--- config.mk ---
export PLATFORM = sky130hd
export DESIGN_NAME = ldcs_sequencer
export DESIGN_NICKNAME = d
export VERILOG_FILES = /design/src/verilog/ldcs_pkg.sv /design/src/verilog/ldcs_sequencer.sv /design/src/verilog/ldcs_turns_counter.sv
export SDC_FILE = /design/constraint.sdc
export NUM_CORES = 1
export LEC_CHECK = 0
export ABC_AREA = 1
export BUFFER_PORTS_ARGS = -buffer_cell sky130_fd_sc_hd__buf_2
export CAP_MARGIN = 20
export CELL_PAD_IN_SITES_DETAIL_PLACEMENT = 1
export CELL_PAD_IN_SITES_GLOBAL_PLACEMENT = 2
export CORE_MARGIN = 4
export CORE_UTILIZATION = 25
export CTS_BUF_LIST = sky130_fd_sc_hd__clkbuf_16
export DETAILED_ROUTE_END_ITERATION = 10
export GPL_ROUTABILITY_DRIVEN = 0
export HOLD_SLACK_MARGIN = 0.12
export PLACE_DENSITY_LB_ADDON = 0.1
export SYNTH_ARGS = -nofsm -noshare
export SYNTH_HDL_FRONTEND = slang
export SYNTH_SLANG_ARGS = --single-unit
--- constraint.sdc ---
create_clock -name clock -period 4.4 [get_ports clock]
set_input_delay 0.66 -clock clock [delete_from_list [all_inputs] [get_ports clock]]
set_output_delay 0.66 -clock clock [all_outputs]
set_load 0.01 [all_outputs]
--- src/verilog/ldcs_pkg.sv ---
package ldcs_pkg;

    // Clock rate and derived cycle counts.
    localparam int unsigned CLK_HZ            = 40_000_000;
    localparam int unsigned PIN_LOW_TIME_NS   = 64_000;
    localparam int unsigned WAKE_TIME_NS      = 160_000;
    localparam int unsigned CLK_PERIOD_NS     = 1_000_000_000 / CLK_HZ;
    localparam int unsigned PIN_LOW_CYCLES    = (PIN_LOW_TIME_NS + CLK_PERIOD_NS - 1) / CLK_PERIOD_NS;
    localparam int unsigned WAKE_CYCLES       = WAKE_TIME_NS / CLK_PERIOD_NS;

    // Sleep period range in microseconds, 8.192 ms to 524 ms.
    localparam int unsigned SLEEP_MIN_US      = 8_192;
    localparam int unsigned SLEEP_MAX_US      = 524_000;
    localparam int unsigned SLEEP_MIN_CYCLES  = SLEEP_MIN_US * (CLK_HZ / 1_000_000);
    localparam int unsigned SLEEP_MAX_CYCLES  = SLEEP_MAX_US * (CLK_HZ / 1_000_000);

    // Angle and turns geometry.
    localparam int unsigned ANGLE_W           = 12;
    localparam int unsigned TURNS_W           = 12;
    localparam logic [11:0] TURNS_MAX_45      = 12'h7ff;
    localparam logic [11:0] TURNS_MIN_45      = 12'h800;
    localparam logic [11:0] TURNS_MAX_180     = 12'h1ff;
    localparam logic [11:0] TURNS_MIN_180     = 12'he00;
    localparam logic [11:0] TURNS_ONE         = 12'h001;
    localparam logic [2:0]  SECTOR_SHIFT_45   = 3'h0;
    localparam logic [2:0]  SECTOR_SHIFT_180  = 3'h2;

    typedef enum logic [1:0] {
        LDCS_NORMAL,
        LDCS_WAKE,
        LDCS_SLEEP,
        LDCS_RESUME
    } ldcs_state_type;

    // Configuration read live by the sequencer each cycle; nothing latches it.
    typedef struct packed {
        logic                 lpm_enable;
        logic                 turn_step_select;
        logic [ANGLE_W-1:0]   velocity_threshold;
        logic [31:0]          sleep_cycles;
    } ldcs_config_type;

    // Power and pin controls toward the rest of the device.
    typedef struct packed {
        logic transducer_power;
        logic lp_path_enable;
        logic pll_enable;
        logic io_enable;
        logic angle_output_valid;
    } ldcs_power_type;

endpackage

--- src/verilog/ldcs_sequencer.sv ---
`timescale 1ns/1ps

module ldcs_sequencer
    import ldcs_pkg::*;
#(
    parameter int unsigned PIN_LOW_COUNT   = PIN_LOW_CYCLES,
    parameter int unsigned WAKE_COUNT      = WAKE_CYCLES,
    parameter int unsigned SLEEP_MIN_COUNT = SLEEP_MIN_CYCLES,
    parameter int unsigned SLEEP_MAX_COUNT = SLEEP_MAX_CYCLES
)
(
    input  wire logic               clock,
    input  wire logic               nrst,
    input  wire logic               clock_enable,
    input  wire logic               mosi,
    input  wire logic               sclk,
    input  wire logic               csn,
    input  wire logic               wake_above_rising,
    input  wire logic               wake_above_falling,
    input  wire ldcs_config_type    config_in,
    input  wire logic               pll_locked,
    input  wire logic               logic_self_test,
    input  wire logic               turns_clear,
    input  wire logic               lp_angle_valid,
    input  wire logic [ANGLE_W-1:0] lp_angle,
    input  wire logic               pwm_level,
    input  wire logic               miso_level,
    input  wire logic [2:0]         commutation_level,
    output logic                    pwm_out,
    output logic                    pwm_oe,
    output logic                    miso_out,
    output logic                    miso_oe,
    output logic [2:0]              commutation_outputs,
    output logic                    commutation_oe,
    output ldcs_power_type          power_ctrl,
    output logic                    sample_request,
    output logic                    rotation_direction,
    output logic [ANGLE_W-1:0]      velocity,
    output logic [TURNS_W-1:0]      turns_count,
    output logic                    turns_warning,
    output ldcs_state_type          lpm_state
);

    typedef struct packed {
        ldcs_state_type     st;
        logic [31:0]        period_cnt;
        logic [31:0]        pin_cnt;
        logic [31:0]        wake_cnt;
        logic               pins_low;
        logic [ANGLE_W-1:0] prev_angle;
        logic               have_prev;
        logic [ANGLE_W-1:0] vel;
        logic               fast;
        logic               rot_dir;
        logic               sample;
    } ldcs_seq_type;

    ldcs_seq_type state_reg;
    ldcs_seq_type state_next;
    logic         any_pin_high;
    logic         period_end;
    logic [31:0]  sleep_len;

    assign any_pin_high = mosi | sclk | csn;
    // Clamps the programmed sleep period into its legal range.
    assign sleep_len = (config_in.sleep_cycles < SLEEP_MIN_COUNT) ? SLEEP_MIN_COUNT :
                       (config_in.sleep_cycles > SLEEP_MAX_COUNT) ? SLEEP_MAX_COUNT :
                       config_in.sleep_cycles;
    assign period_end = (state_reg.period_cnt >= sleep_len - 32'h1);

    // Next-state logic for the duty-cycle sequencer.
    always_comb begin
        logic [ANGLE_W-1:0] d;
        logic [ANGLE_W-1:0] mag;
        d          = lp_angle - state_reg.prev_angle;
        mag        = d[ANGLE_W-1] ? (~d + 1'b1) : d;
        state_next = state_reg;
        state_next.sample = 1'b0;

        // Period counter free-runs in every state.
        state_next.period_cnt = period_end ? 32'h0 : state_reg.period_cnt + 32'h1;

        // Debounce of all-low pins; any high pin restarts it.
        if (any_pin_high) begin
            state_next.pin_cnt  = 32'h0;
            state_next.pins_low = 1'b0;
        end else if (state_reg.pin_cnt >= PIN_LOW_COUNT - 1) begin
            state_next.pins_low = 1'b1;
        end else begin
            state_next.pin_cnt = state_reg.pin_cnt + 32'h1;
        end

        // Velocity capture from successive low-power samples.
        if (lp_angle_valid && state_reg.st == LDCS_WAKE) begin
            state_next.prev_angle = lp_angle;
            state_next.have_prev  = 1'b1;
            state_next.vel        = state_reg.have_prev ? mag : '0;
            state_next.fast       = state_reg.have_prev &&
                                    (mag > config_in.velocity_threshold);
            // Direction of the last low-power step; one means decreasing angle.
            if (state_reg.have_prev && d != '0) begin
                state_next.rot_dir = d[ANGLE_W-1];
            end
        end

        if (logic_self_test) begin
            state_next.rot_dir = 1'b0;
        end

        case (state_reg.st)
            LDCS_NORMAL: begin
                state_next.have_prev = 1'b0;
                if (state_reg.pins_low && config_in.lpm_enable && !wake_above_falling) begin
                    state_next.st       = LDCS_WAKE;
                    state_next.wake_cnt = 32'h0;
                    state_next.fast     = 1'b0;
                    state_next.sample   = 1'b1;
                end
            end
            LDCS_WAKE: begin
                if (state_reg.wake_cnt < WAKE_COUNT - 1) begin
                    state_next.wake_cnt = state_reg.wake_cnt + 32'h1;
                end
                if (any_pin_high) begin
                    state_next.st = LDCS_RESUME;
                end else if (period_end && state_reg.wake_cnt >= WAKE_COUNT - 1 &&
                             !state_reg.fast && !wake_above_falling) begin
                    state_next.st = LDCS_SLEEP;
                end else if (period_end) begin
                    state_next.wake_cnt = 32'h0;
                    state_next.sample   = 1'b1;
                end
            end
            LDCS_SLEEP: begin
                if (any_pin_high) begin
                    state_next.st = LDCS_RESUME;
                end else if (period_end || wake_above_rising) begin
                    state_next.st       = LDCS_WAKE;
                    state_next.wake_cnt = 32'h0;
                    state_next.sample   = 1'b1;
                end
            end
            LDCS_RESUME: begin
                if (pll_locked) begin
                    state_next.st      = LDCS_NORMAL;
                    state_next.rot_dir = 1'b0;
                end
            end
            default: state_next.st = LDCS_NORMAL;
        endcase
    end

    // Registers all sequencer state.
    always_ff @(posedge clock or negedge nrst) begin
        if (!nrst) begin
            state_reg <= '0;
        end else if (clock_enable) begin
            state_reg <= state_next;
        end
    end

    // Pin drivers and power controls follow the state.
    always_comb begin
        logic lp;
        lp = (state_reg.st != LDCS_NORMAL);
        pwm_out             = pwm_level;
        pwm_oe              = !lp;
        miso_out            = miso_level;
        miso_oe             = !lp;
        commutation_outputs = commutation_level;
        commutation_oe      = !lp;
        power_ctrl.transducer_power   = (state_reg.st != LDCS_SLEEP);
        power_ctrl.lp_path_enable     = (state_reg.st == LDCS_WAKE);
        power_ctrl.pll_enable         = !lp || state_reg.st == LDCS_RESUME;
        power_ctrl.io_enable          = !lp;
        power_ctrl.angle_output_valid = !lp;
    end

    assign sample_request     = state_reg.sample;
    assign rotation_direction = state_reg.rot_dir;
    assign velocity           = state_reg.vel;
    assign lpm_state          = state_reg.st;

    ldcs_turns_counter u_turns (
        .clock            (clock),
        .nrst             (nrst),
        .enable           (clock_enable),
        .counter_clear    (turns_clear),
        .sample_valid     (lp_angle_valid && state_reg.st == LDCS_WAKE),
        .sample_angle     (lp_angle),
        .turn_step_select (config_in.turn_step_select),
        .turns_count      (turns_count),
        .turns_warning    (turns_warning)
    );

    lp_entry_a: assert property (@(posedge clock) disable iff (!nrst)
        (clock_enable && state_reg.st == LDCS_NORMAL && state_next.st == LDCS_WAKE)
        |-> (state_reg.pins_low && config_in.lpm_enable && !wake_above_falling))
        else $error("Low power entered without its conditions.");

    pins_released_a: assert property (@(posedge clock) disable iff (!nrst)
        (state_reg.st != LDCS_NORMAL) |-> (!pwm_oe && !miso_oe && !commutation_oe))
        else $error("Pin driven during low power.");

    sleep_power_a: assert property (@(posedge clock) disable iff (!nrst)
        (state_reg.st == LDCS_SLEEP) |-> !power_ctrl.transducer_power)
        else $error("Transducer powered in sleep.");

    sleep_boundary_a: assert property (@(posedge clock) disable iff (!nrst)
        (clock_enable && state_reg.st == LDCS_WAKE && state_next.st == LDCS_SLEEP)
        |-> period_end)
        else $error("Sleep entered off a period boundary.");

    fast_stays_a: assert property (@(posedge clock) disable iff (!nrst)
        (clock_enable && state_reg.st == LDCS_WAKE && state_reg.fast)
        |=> state_reg.st != LDCS_SLEEP)
        else $error("Slept while velocity above threshold.");

    wake_hold_a: assert property (@(posedge clock) disable iff (!nrst)
        (state_reg.st == LDCS_WAKE && wake_above_falling) |=> state_reg.st != LDCS_SLEEP)
        else $error("Slept while wake input high.");

    debounce_a: assert property (@(posedge clock) disable iff (!nrst)
        (clock_enable && any_pin_high) |=> !state_reg.pins_low)
        else $error("Pin-low flag survived a high pin.");

    resume_lock_a: assert property (@(posedge clock) disable iff (!nrst)
        (state_reg.st == LDCS_RESUME && !pll_locked) |=> state_reg.st != LDCS_NORMAL)
        else $error("Resumed before PLL lock.");

    sleep_exit_a: assert property (@(posedge clock) disable iff (!nrst)
        (clock_enable && state_reg.st == LDCS_SLEEP && !any_pin_high && wake_above_rising)
        |=> state_reg.st == LDCS_WAKE && sample_request)
        else $error("Wake input did not wake the sequencer.");

endmodule // ldcs_sequencer

--- src/verilog/ldcs_turns_counter.sv ---
`timescale 1ns/1ps

module ldcs_turns_counter
    import ldcs_pkg::*;
(
    input  wire logic               clock,
    input  wire logic               nrst,
    input  wire logic               enable,
    input  wire logic               counter_clear,
    input  wire logic               sample_valid,
    input  wire logic [ANGLE_W-1:0] sample_angle,
    input  wire logic               turn_step_select,
    output logic [TURNS_W-1:0]      turns_count,
    output logic                    turns_warning
);

    typedef struct packed {
        logic [TURNS_W-1:0] count;
        logic               warn;
        logic [2:0]         sector;
        logic               primed;
    } ldcs_turns_type;

    ldcs_turns_type state_reg;
    ldcs_turns_type state_next;

    // Tracks the octant of the low-power angle and steps the signed count on 45 or 180 degree crossings, per turn_step_select.
    always_comb begin
        logic [2:0]         new_sector;
        logic [2:0]         diff;
        logic [2:0]         shift;
        logic [TURNS_W-1:0] hi;
        logic [TURNS_W-1:0] lo;
        logic               crossed;
        new_sector = sample_angle[ANGLE_W-1 -: 3];
        diff       = new_sector - state_reg.sector;
        shift      = turn_step_select ? SECTOR_SHIFT_45 : SECTOR_SHIFT_180;
        crossed    = (new_sector >> shift) != (state_reg.sector >> shift);
        hi         = turn_step_select ? TURNS_MAX_45 : TURNS_MAX_180;
        lo         = turn_step_select ? TURNS_MIN_45 : TURNS_MIN_180;
        state_next = state_reg;
        if (counter_clear) begin
            state_next.count = '0;
            state_next.warn  = 1'b0;
        end else if (sample_valid) begin
            state_next.primed = 1'b1;
            state_next.sector = new_sector;
            // The full octant is kept so that the step direction is known in both modes.
            // A step under half a turn counts forward, one over half a turn backward.
            if (state_reg.primed && crossed && !diff[2]) begin
                if (state_reg.count == hi) begin
                    state_next.warn = 1'b1;
                end else begin
                    state_next.count = state_reg.count + TURNS_ONE;
                end
            end else if (state_reg.primed && crossed && diff != 3'h4) begin
                if (state_reg.count == lo) begin
                    state_next.warn = 1'b1;
                end else begin
                    state_next.count = state_reg.count - TURNS_ONE;
                end
            end
        end
    end

    // Registers the counter state.
    always_ff @(posedge clock or negedge nrst) begin
        if (!nrst) begin
            state_reg <= '0;
        end else if (enable) begin
            state_reg <= state_next;
        end
    end

    assign turns_count   = state_reg.count;
    assign turns_warning = state_reg.warn;

    sat_sticky_a: assert property (@(posedge clock) disable iff (!nrst)
        (enable && state_reg.warn && !counter_clear) |=> state_reg.warn)
        else $error("Turns warning dropped without a counter reset.");

    sat_limit_a: assert property (@(posedge clock) disable iff (!nrst)
        (enable && !counter_clear && state_reg.count == TURNS_MAX_45 && turn_step_select)
        |=> state_reg.count != TURNS_MIN_45)
        else $error("Turns counter wrapped instead of saturating.");

endmodule // ldcs_turns_counter

==> flow_metrics.py, run 1 <==
metrics = {
    "outcome": {
        "outcome": "finished clean",
    },
    "worst_setup_path": {
        "cp.required_ns": 4.71,
        "startpoint": "config_in[22]",
        "worstRegToRegCells": 23,
        "crit_type": "in2reg",
        "rrSetupSlack_ns": 0.72,
        "startpoint_type": "primary input",
        "r2r_start": "state_reg[16]",
        "r2r_end": "state_reg[2]",
        "end_kind": "flop",
        "cp.arrival_ns": 4.22,
        "crit_fanout": 19,
    },
    "global_routing": {
        "antenna_found_initial": 0,
        "grt_pass1_vias": 10438,
        "grt_max_degree": 72,
        "gr-total-overflow": 0,
        "grt_pass1_wl_mm": 55.3,
        "grtUsageTotal": 0.146,
    },
    "timing": {
        "tns_ns": 0,
        "clock_skew_ns": 0.0125,
        "max_clock_freq_mhz": 256,
        "setup_viol": 0,
        "drv_slew": 0,
        "rsz0062_at_grt": "no",
        "tightest_slew_ns": 0.727,
        "relSlewSlack": 0.515,
        "fin_crit_ns": 3.91,
        "hold_viol": 0,
        "period_share": 0.888,
    },
    "yosys": {
        "synth_top_cell_by_area": "dfrtp_1",
        "syn_avg_cell_area_sq_um": 7.32,
        "syn_area_sq_um": 10900,
        "ys_warn_count": 0,
        "synth_common_cells": "320 x nand2_1, 216 x inv_1, 167 x nor2_1",
        "synth-edff-count": 0,
        "ys_seq_area_frac": 0.332,
        "yosys-top-cells-area": "dfrtp_1 33%, nand2_1 11%, ha_1 8.8%, inv_1 7.5%, nor2_1 5.8%",
        "synth_top_area_share": 0.332,
        "synthFlopType": "dfrtp_1",
        "ys_ff_latch": 144,
        "async_flop_share": 1.00,
        "synthesis.instances": 1483,
        "yosysMostFrequentCell": "nand2_1",
        "yosys.cell_types.count": 52,
    },
    "floorplan": {
        "die_x_microns": 216,
        "die_area_sq_um": 46800,
        "row_count": 76,
        "start_util": 0.253,
        "die_h_microns": 216,
        "io_pins": 117,
        "fp.coreArea_sq_um": 43000,
    },
    "place": {
        "placedInstanceArea_sq_um": 12000,
        "io_buffers": 106,
        "dp.cells": 2149,
        "hpwl_mm": 26.5,
    },
    "clock_tree": {
        "cts_root_buf": "clkbuf_16",
        "htree_levels": 4,
        "cts_tree": "yes",
        "cts_made_buffers": 17,
        "cts_resized": 0,
        "postCtsSetupRepairBufs": 0,
        "clock_path_buffers": 2,
        "cts_sinks": 144,
        "cts_hold_buffers": 0,
        "clkTransAtPathRegs_ns": 0.07,
        "insertion_delay_ns": 0.45,
    },
    "routing": {
        "via_per_inst": 4.44,
        "first_pass_iters": 5,
        "post-route-drc-count": 0,
        "postRouteAntennaNets": 0,
        "drt_iter0_drc": 381,
        "drt-wirelength-per-cell_microns": 15.2,
        "drt-total-wl_mm": 33.1,
        "vias": 9684,
    },
    "job": {
        "maxCapViolCount": 0,
    },
    "layout": {
        "drive_gt1_frac": 0.140,
        "layout.nets": 1737,
        "syn_to_final_growth_pct": 15.8,
        "final_cell_count_no_fill": 2182,
        "largest_reg_flops": 111,
        "final_area_sq_um": 12600,
    },
    "min_path": {
        "hold_class": "in2async",
    },
    "pwr": {
        "p_total_mw": 6.09,
        "ir_worst_vdd_mv": 0.166,
        "power_density_nw_per_um2": 484,
        "leakage_nw": 6.26,
    },
}
[critical path, cell delays in order]
cell,delay (ns)
buf_2,0.11
inv_1,0.07
nand2_1,0.09
nor2_1,0.10
nand2_1,0.06
nor2_1,0.09
nand2_1,0.07
nand2_2,0.09
nand2_4,0.14
nand2_1,0.16
ha_1,0.23
nand3_2,0.13
nor2_4,0.24
nand4_1,0.12
nand2_1,0.09
inv_1,0.04
ha_1,0.26
nand2_1,0.06
nor2_1,0.14
nand4_1,0.10
nor3_1,0.26
nand4_1,0.16
nand3_2,0.15
buf_4,0.14
nand2_2,0.10
nand2_1,0.12
buf_12,0.15
a21boi_0,0.09
[layout make-up]
class / count / area [sq um]
Fill cell: 5383 / 30400
Sequential cell: 144 / 3600
Multi-Input combinational cell: 1060 / 6010
Inverter: 221 / 830
Antenna cell: 1 / 2.50
Tap cell: 585 / 732
Timing Repair Buffer: 139 / 847
Clock inverter: 15 / 121
Clock buffer: 17 / 425
[per-stage QoR]
step | setup WS (ns) | hold slack, ns | utilization
after CTS | 0.402 | 0.251 | 0.292
final | 0.491 | 0.244 | 0.293
after detailed placement | -0.0800 | 0.474 | 0.280
after global routing | 0.00211 | 0.288 | 0.292
after global placement | 0.0749 | 0.467 | 0.280
after floorplan | 0.517 | 0.364 | -
[cells in the final DEF, fill, tap and decap left out, types with 5 or more instances in the layout]
| cell type | instances |
|---|---|
| nand2_2 | 11 |
| nor4_1 | 9 |
| nand4_1 | 43 |
| dfrtp_1 | 144 |
| nand2_1 | 320 |
| xor2_1 | 47 |
| conb_1 | 7 |
| nand2_4 | 7 |
| buf_12 | 5 |
| xnor2_1 | 24 |
| nand3b_1 | 7 |
| nor2_1 | 167 |
| o22ai_1 | 14 |
| buf_2 | 105 |
| a21boi_0 | 19 |
| a21oi_1 | 51 |
| clkbuf_16 | 17 |
| o21ai_0 | 81 |
| inv_1 | 218 |
| ha_1 | 76 |
| o21ai_1 | 5 |
| nand3_2 | 10 |
| nand3_1 | 77 |
| o211ai_1 | 5 |
| nor2_4 | 6 |
| nor3_1 | 27 |
| buf_4 | 28 |
| a211oi_1 | 5 |
[cell families after synthesis]
| logic type | count (synthesis) | share of synthesized area |
|---|---|---|
| other | 1 | 0.000345 |
| and+or+nand+nor | 702 | 0.294 |
| AOI/OAI and AO/OA | 201 | 0.106 |
| DFF | 144 | 0.332 |
| buffers and inverters | 285 | 0.117 |
| adders and majority gates | 79 | 0.0931 |
| xor gates and xnor gates | 71 | 0.0573 |
[routing by layer]
metal | global-route usage | vias up | part of all wire
met3 | 0.0229 | 26 | 0.020
met5 | 0 | - | 0
met2 | 0.239 | 89 | 0.45
li1 | - | 4950 | -
met4 | 0.0380 | 0 | 0.014
met1 | 0.203 | 4619 | 0.51
[worst max-delay path by stage]
stage                               end  depth (start not counted)
final                     state_reg[50]                         28
after global routing      state_reg[54]                         26
after CTS                 state_reg[50]                         28
after detailed placement  state_reg[44]                         28
after global placement    state_reg[44]                         27
after floorplan           state_reg[54]                         29
[report_power, final]
part | internal [mW] | switching [mW]
logic | 1.08 | 1.92
clock network | 0.772 | 0.627
registers | 1.51 | 0.167
No activity file was read; power rests on OpenSTA's default activity.
==> run 2: changes to the inputs <==
--- a/config.mk
+++ b/config.mk
@@ -5,7 +5,7 @@
 export SDC_FILE = /design/constraint.sdc
 export NUM_CORES = 1
 export LEC_CHECK = 0
-export ABC_AREA = 1
+export ABC_AREA = 0
 export BUFFER_PORTS_ARGS = -buffer_cell sky130_fd_sc_hd__buf_2
 export CAP_MARGIN = 20
 export CELL_PAD_IN_SITES_DETAIL_PLACEMENT = 1
@@ -17,6 +17,7 @@
 export GPL_ROUTABILITY_DRIVEN = 0
 export HOLD_SLACK_MARGIN = 0.12
 export PLACE_DENSITY_LB_ADDON = 0.1
+export SKIP_LAST_GASP = 1
 export SYNTH_ARGS = -nofsm -noshare
 export SYNTH_HDL_FRONTEND = slang
 export SYNTH_SLANG_ARGS = --single-unit
==> run 2 against run 1 <==
Net effect:
- the flow now finishes with violations (negative setup slack)
- clock power rose by 15%
- combinational power grew 9.6%
- wire length decreased by 7.9%
- global-route usage rose by 0.22 points
- sequential power about the same
- hold slack better by 0.096 ns
- total power up 7.9%
- synthesized cell count decreased by 26%
- clock-buffer cell count stayed put
- register-to-register slack worse by 0.42 ns
- critical path depth shrank 4
- clock skew barely moved
==> flow_metrics.py, run 2 <==
metrics = {
    "outcome": {
        "outcome": "finished, violations left",
        "violations": "negative setup slack",
    },
    "layout": {
        "layout.nets": 1447,
        "final_area_sq_um": 12800,
        "final_cell_mix": "144 x dfrtp_1, 109 x buf_4, 102 x buf_2",
        "final_common_cell": "dfrtp_1",
        "drive_gt1_frac": 0.275,
        "fillers": 4426,
        "syn_to_final_growth_pct": 32.3,
        "largest_reg_flops": 111,
        "final_cell_count_no_fill": 1818,
    },
    "pwr": {
        "p_seq_frac": 0.253,
        "ir_worst_vdd_mv": 0.284,
        "p_total_mw": 6.57,
        "leakage_nw": 5.95,
        "power_density_nw_per_um2": 512,
        "p_sw_frac": 0.389,
        "clockPowerShare": 0.245,
        "switchingPower_mw": 2.56,
        "p_comb_frac": 0.502,
        "p_int_mw": 4.01,
    },
    "timing": {
        "max_clock_freq_mhz": 199,
        "rsz0062_at_grt": "yes",
        "hold_viol": 0,
        "fin_crit_ns": 5.02,
        "holdWs_ns": 0.340,
        "period_share": 1.14,
        "tns_ns": -31.65,
        "tightest_slew_ns": 0.939,
        "clock_skew_ns": 0.0122,
        "drv_slew": 0,
        "setup_viol": 67,
        "relSlewSlack": 0.374,
        "setup_ws_ns": -0.623,
    },
    "yosys": {
        "ys_warn_count": 0,
        "yosys.cell_types.count": 74,
        "synth-compound-area-share": 0.162,
        "yosys-top-cells-area": "dfrtp_1 37%, ha_1 9.8%, nor2_1 4.6%, nand2_1 3.6%, xor2_1 3.3%",
        "synthMuxAreaShare": 0.00994,
        "synth_top_cell_by_area": "dfrtp_1",
        "synth_top_area_share": 0.372,
        "yosysMostFrequentCell": "dfrtp_1",
        "synthesis.instances": 1097,
        "ys_seq_area_frac": 0.372,
        "synth_top_family_by_area": "simple AND/OR/NAND/NOR gates",
        "synth_fa_ha_area_frac": 0.104,
        "syn_avg_cell_area_sq_um": 8.83,
        "synth_xor_area_frac": 0.0651,
        "syn_area_sq_um": 9690,
        "synthFlopType": "dfrtp_1",
        "synth-simple-area-share": 0.229,
        "synth-edff-count": 0,
        "async_flop_share": 1.00,
        "ys_ff_latch": 144,
        "synth_common_cells": "144 x dfrtp_1, 119 x nor2_1, 94 x nand2_1",
    },
    "min_path": {
        "hold_class": "in2async",
    },
    "routing": {
        "drt-total-wl_mm": 30.5,
        "vias": 8681,
        "drt_iter0_drc": 259,
        "postRouteAntennaNets": 0,
        "first_pass_iters": 6,
        "drt-wirelength-per-cell_microns": 16.8,
        "via_per_inst": 4.78,
        "post-route-drc-count": 0,
    },
    "job": {
        "maxCapViolCount": 0,
    },
    "global_routing": {
        "top_usage_layer": "met2",
        "grt_max_degree": 93,
        "grtUsageTotal": 0.148,
        "grt_pass1_vias": 9250,
        "grt_pass1_wl_mm": 49.8,
        "antenna_found_initial": 0,
        "grt_use_met2": 0.252,
        "grtUsageMet1": 0.195,
        "gr-total-overflow": 0,
        "use_met3": 0.0296,
    },
    "clock_tree": {
        "htree_levels": 4,
        "clkTransAtPathRegs_ns": 0.07,
        "insertion_delay_ns": 0.45,
        "clock_path_buffers": 2,
        "cts_root_buf": "clkbuf_16",
        "cts_hold_buffers": 0,
        "cts_sinks": 144,
        "cts_tree": "yes",
        "cts_made_buffers": 17,
    },
    "floorplan": {
        "row_count": 71,
        "die_area_sq_um": 42000,
        "die_h_microns": 205,
        "io_pins": 117,
        "die_x_microns": 205,
        "fp.coreArea_sq_um": 37900,
        "start_util": 0.256,
    },
    "worst_setup_path": {
        "cp.required_ns": 4.78,
        "crit_type": "in2reg",
        "crit_fanout": 6,
        "rrSetupSlack_ns": 0.30,
        "worstRegToRegCells": 19,
        "r2r_start": "state_reg[16]",
        "end_kind": "flop",
        "cp.arrival_ns": 5.40,
        "r2r_end": "state_reg[2]",
        "startpoint_type": "primary input",
    },
    "place": {
        "dp.cells": 1768,
        "hpwl_mm": 22.9,
        "io_buffers": 106,
        "placedInstanceArea_sq_um": 11500,
    },
}
run 2: cell count changes after synthesis, moves of 17 or more:
| cell | before | now |
|---|---|---|
| nand2_1 | 320 | 94 |
| a22o_1 | 2 | 25 |
| nor2b_1 | 0 | 28 |
| or3_1 | 0 | 19 |
| inv_1 | 216 | 49 |
| o21ai_0 | 81 | 62 |
| a21boi_0 | 19 | 2 |
| and3_1 | 1 | 18 |
| nor2_1 | 167 | 119 |
| nand3_1 | 77 | 35 |
run 2: logic make-up (layout without fill, tap and decap cells):
family          after synthesis  in the layout
buf+inv                     111            314
fa+ha+maj                    79             79
flops                       144            144
compound gates              239            239
simple gates                442            442
mux                           9              9
xor+xnor                     72             72
other cells                   1              8
run 2: worst max path at each step:
stage,startpoint,to,slack (ns),cells past startpoint
final,config_in[29],state_reg[33],-0.62,24
after detailed placement,config_in[29],state_reg[39],-1.20,23
after CTS,config_in[25],state_reg[39],-0.58,25
after global placement,config_in[29],state_reg[39],-1.09,23
after global routing,config_in[29],state_reg[36],-0.87,24
after floorplan,config_in[22],state_reg[30],-0.96,23
run 2: repair_timing:
| item | 4_1_cts | 5_1_grt |
|---|---|---|
| gates resized for setup | 47 | 77 |
| pin swaps | 23 | 35 |
| endpoints found under the setup margin | 68 | 68 |
| setup buffers | 12 | 5 |
| gates cloned | 1 | 2 |
run 2: power groups by stage:
stage	clock [mW]	combinational [mW]	sequential, mW
2_1_floorplan	0	2.04	1.64
3_3_place_gp	0	3.13	1.69
3_5_place_dp	0	3.18	1.69
4_1_cts	1.66	3.23	1.67
5_1_grt	1.72	3.72	1.69
6_report	1.61	3.30	1.66
run 2: stage by stage:
stage                util  worst slack [ns]
finish              0.338            -0.623
global route        0.338            -0.871
CTS                 0.329            -0.580
detailed placement  0.303             -1.20
global placement    0.303             -1.09
floorplan               -            -0.960
run 2: final cells by class:
type                            count  area, sq um  area share
Antenna cell                        1         2.50    0.000195
Clock buffer                       17          425      0.0332
Multi-Input combinational cell    848         6090       0.475
Timing Repair Buffer              232         1660       0.129
Sequential cell                   144         3600       0.281
Clock inverter                     15          206      0.0161
Inverter                           50          188      0.0146
Tap cell                          511          639      0.0499
run 2: routing by layer:
layer	vias up	part of all wire
met2	110	0.48
met1	4274	0.48
met4	0	0.010
li1	4278	-
met3	19	0.033
met5	-	0
run 2: worst max-delay path, cell delays in order:
cell and delay [ns]:
buf_6 0.10, nor4_4 0.31, and2_4 0.24, a31oi_4 0.10, a31oi_4 0.20, nor2_4 0.06
nand2_2 0.09, ha_4 0.15, nand2_2 0.05, or4_4 0.52, or3_4 0.36, or3_1 0.33
a21oi_2 0.14, ha_1 0.25, nand4_1 0.13, nor2_2 0.06, a21oi_2 0.14, a31oi_2 0.12
a2111oi_4 0.39, nand2_2 0.18, buf_6 0.17, a31oi_4 0.21, nor2b_4 0.26, a22o_1 0.17
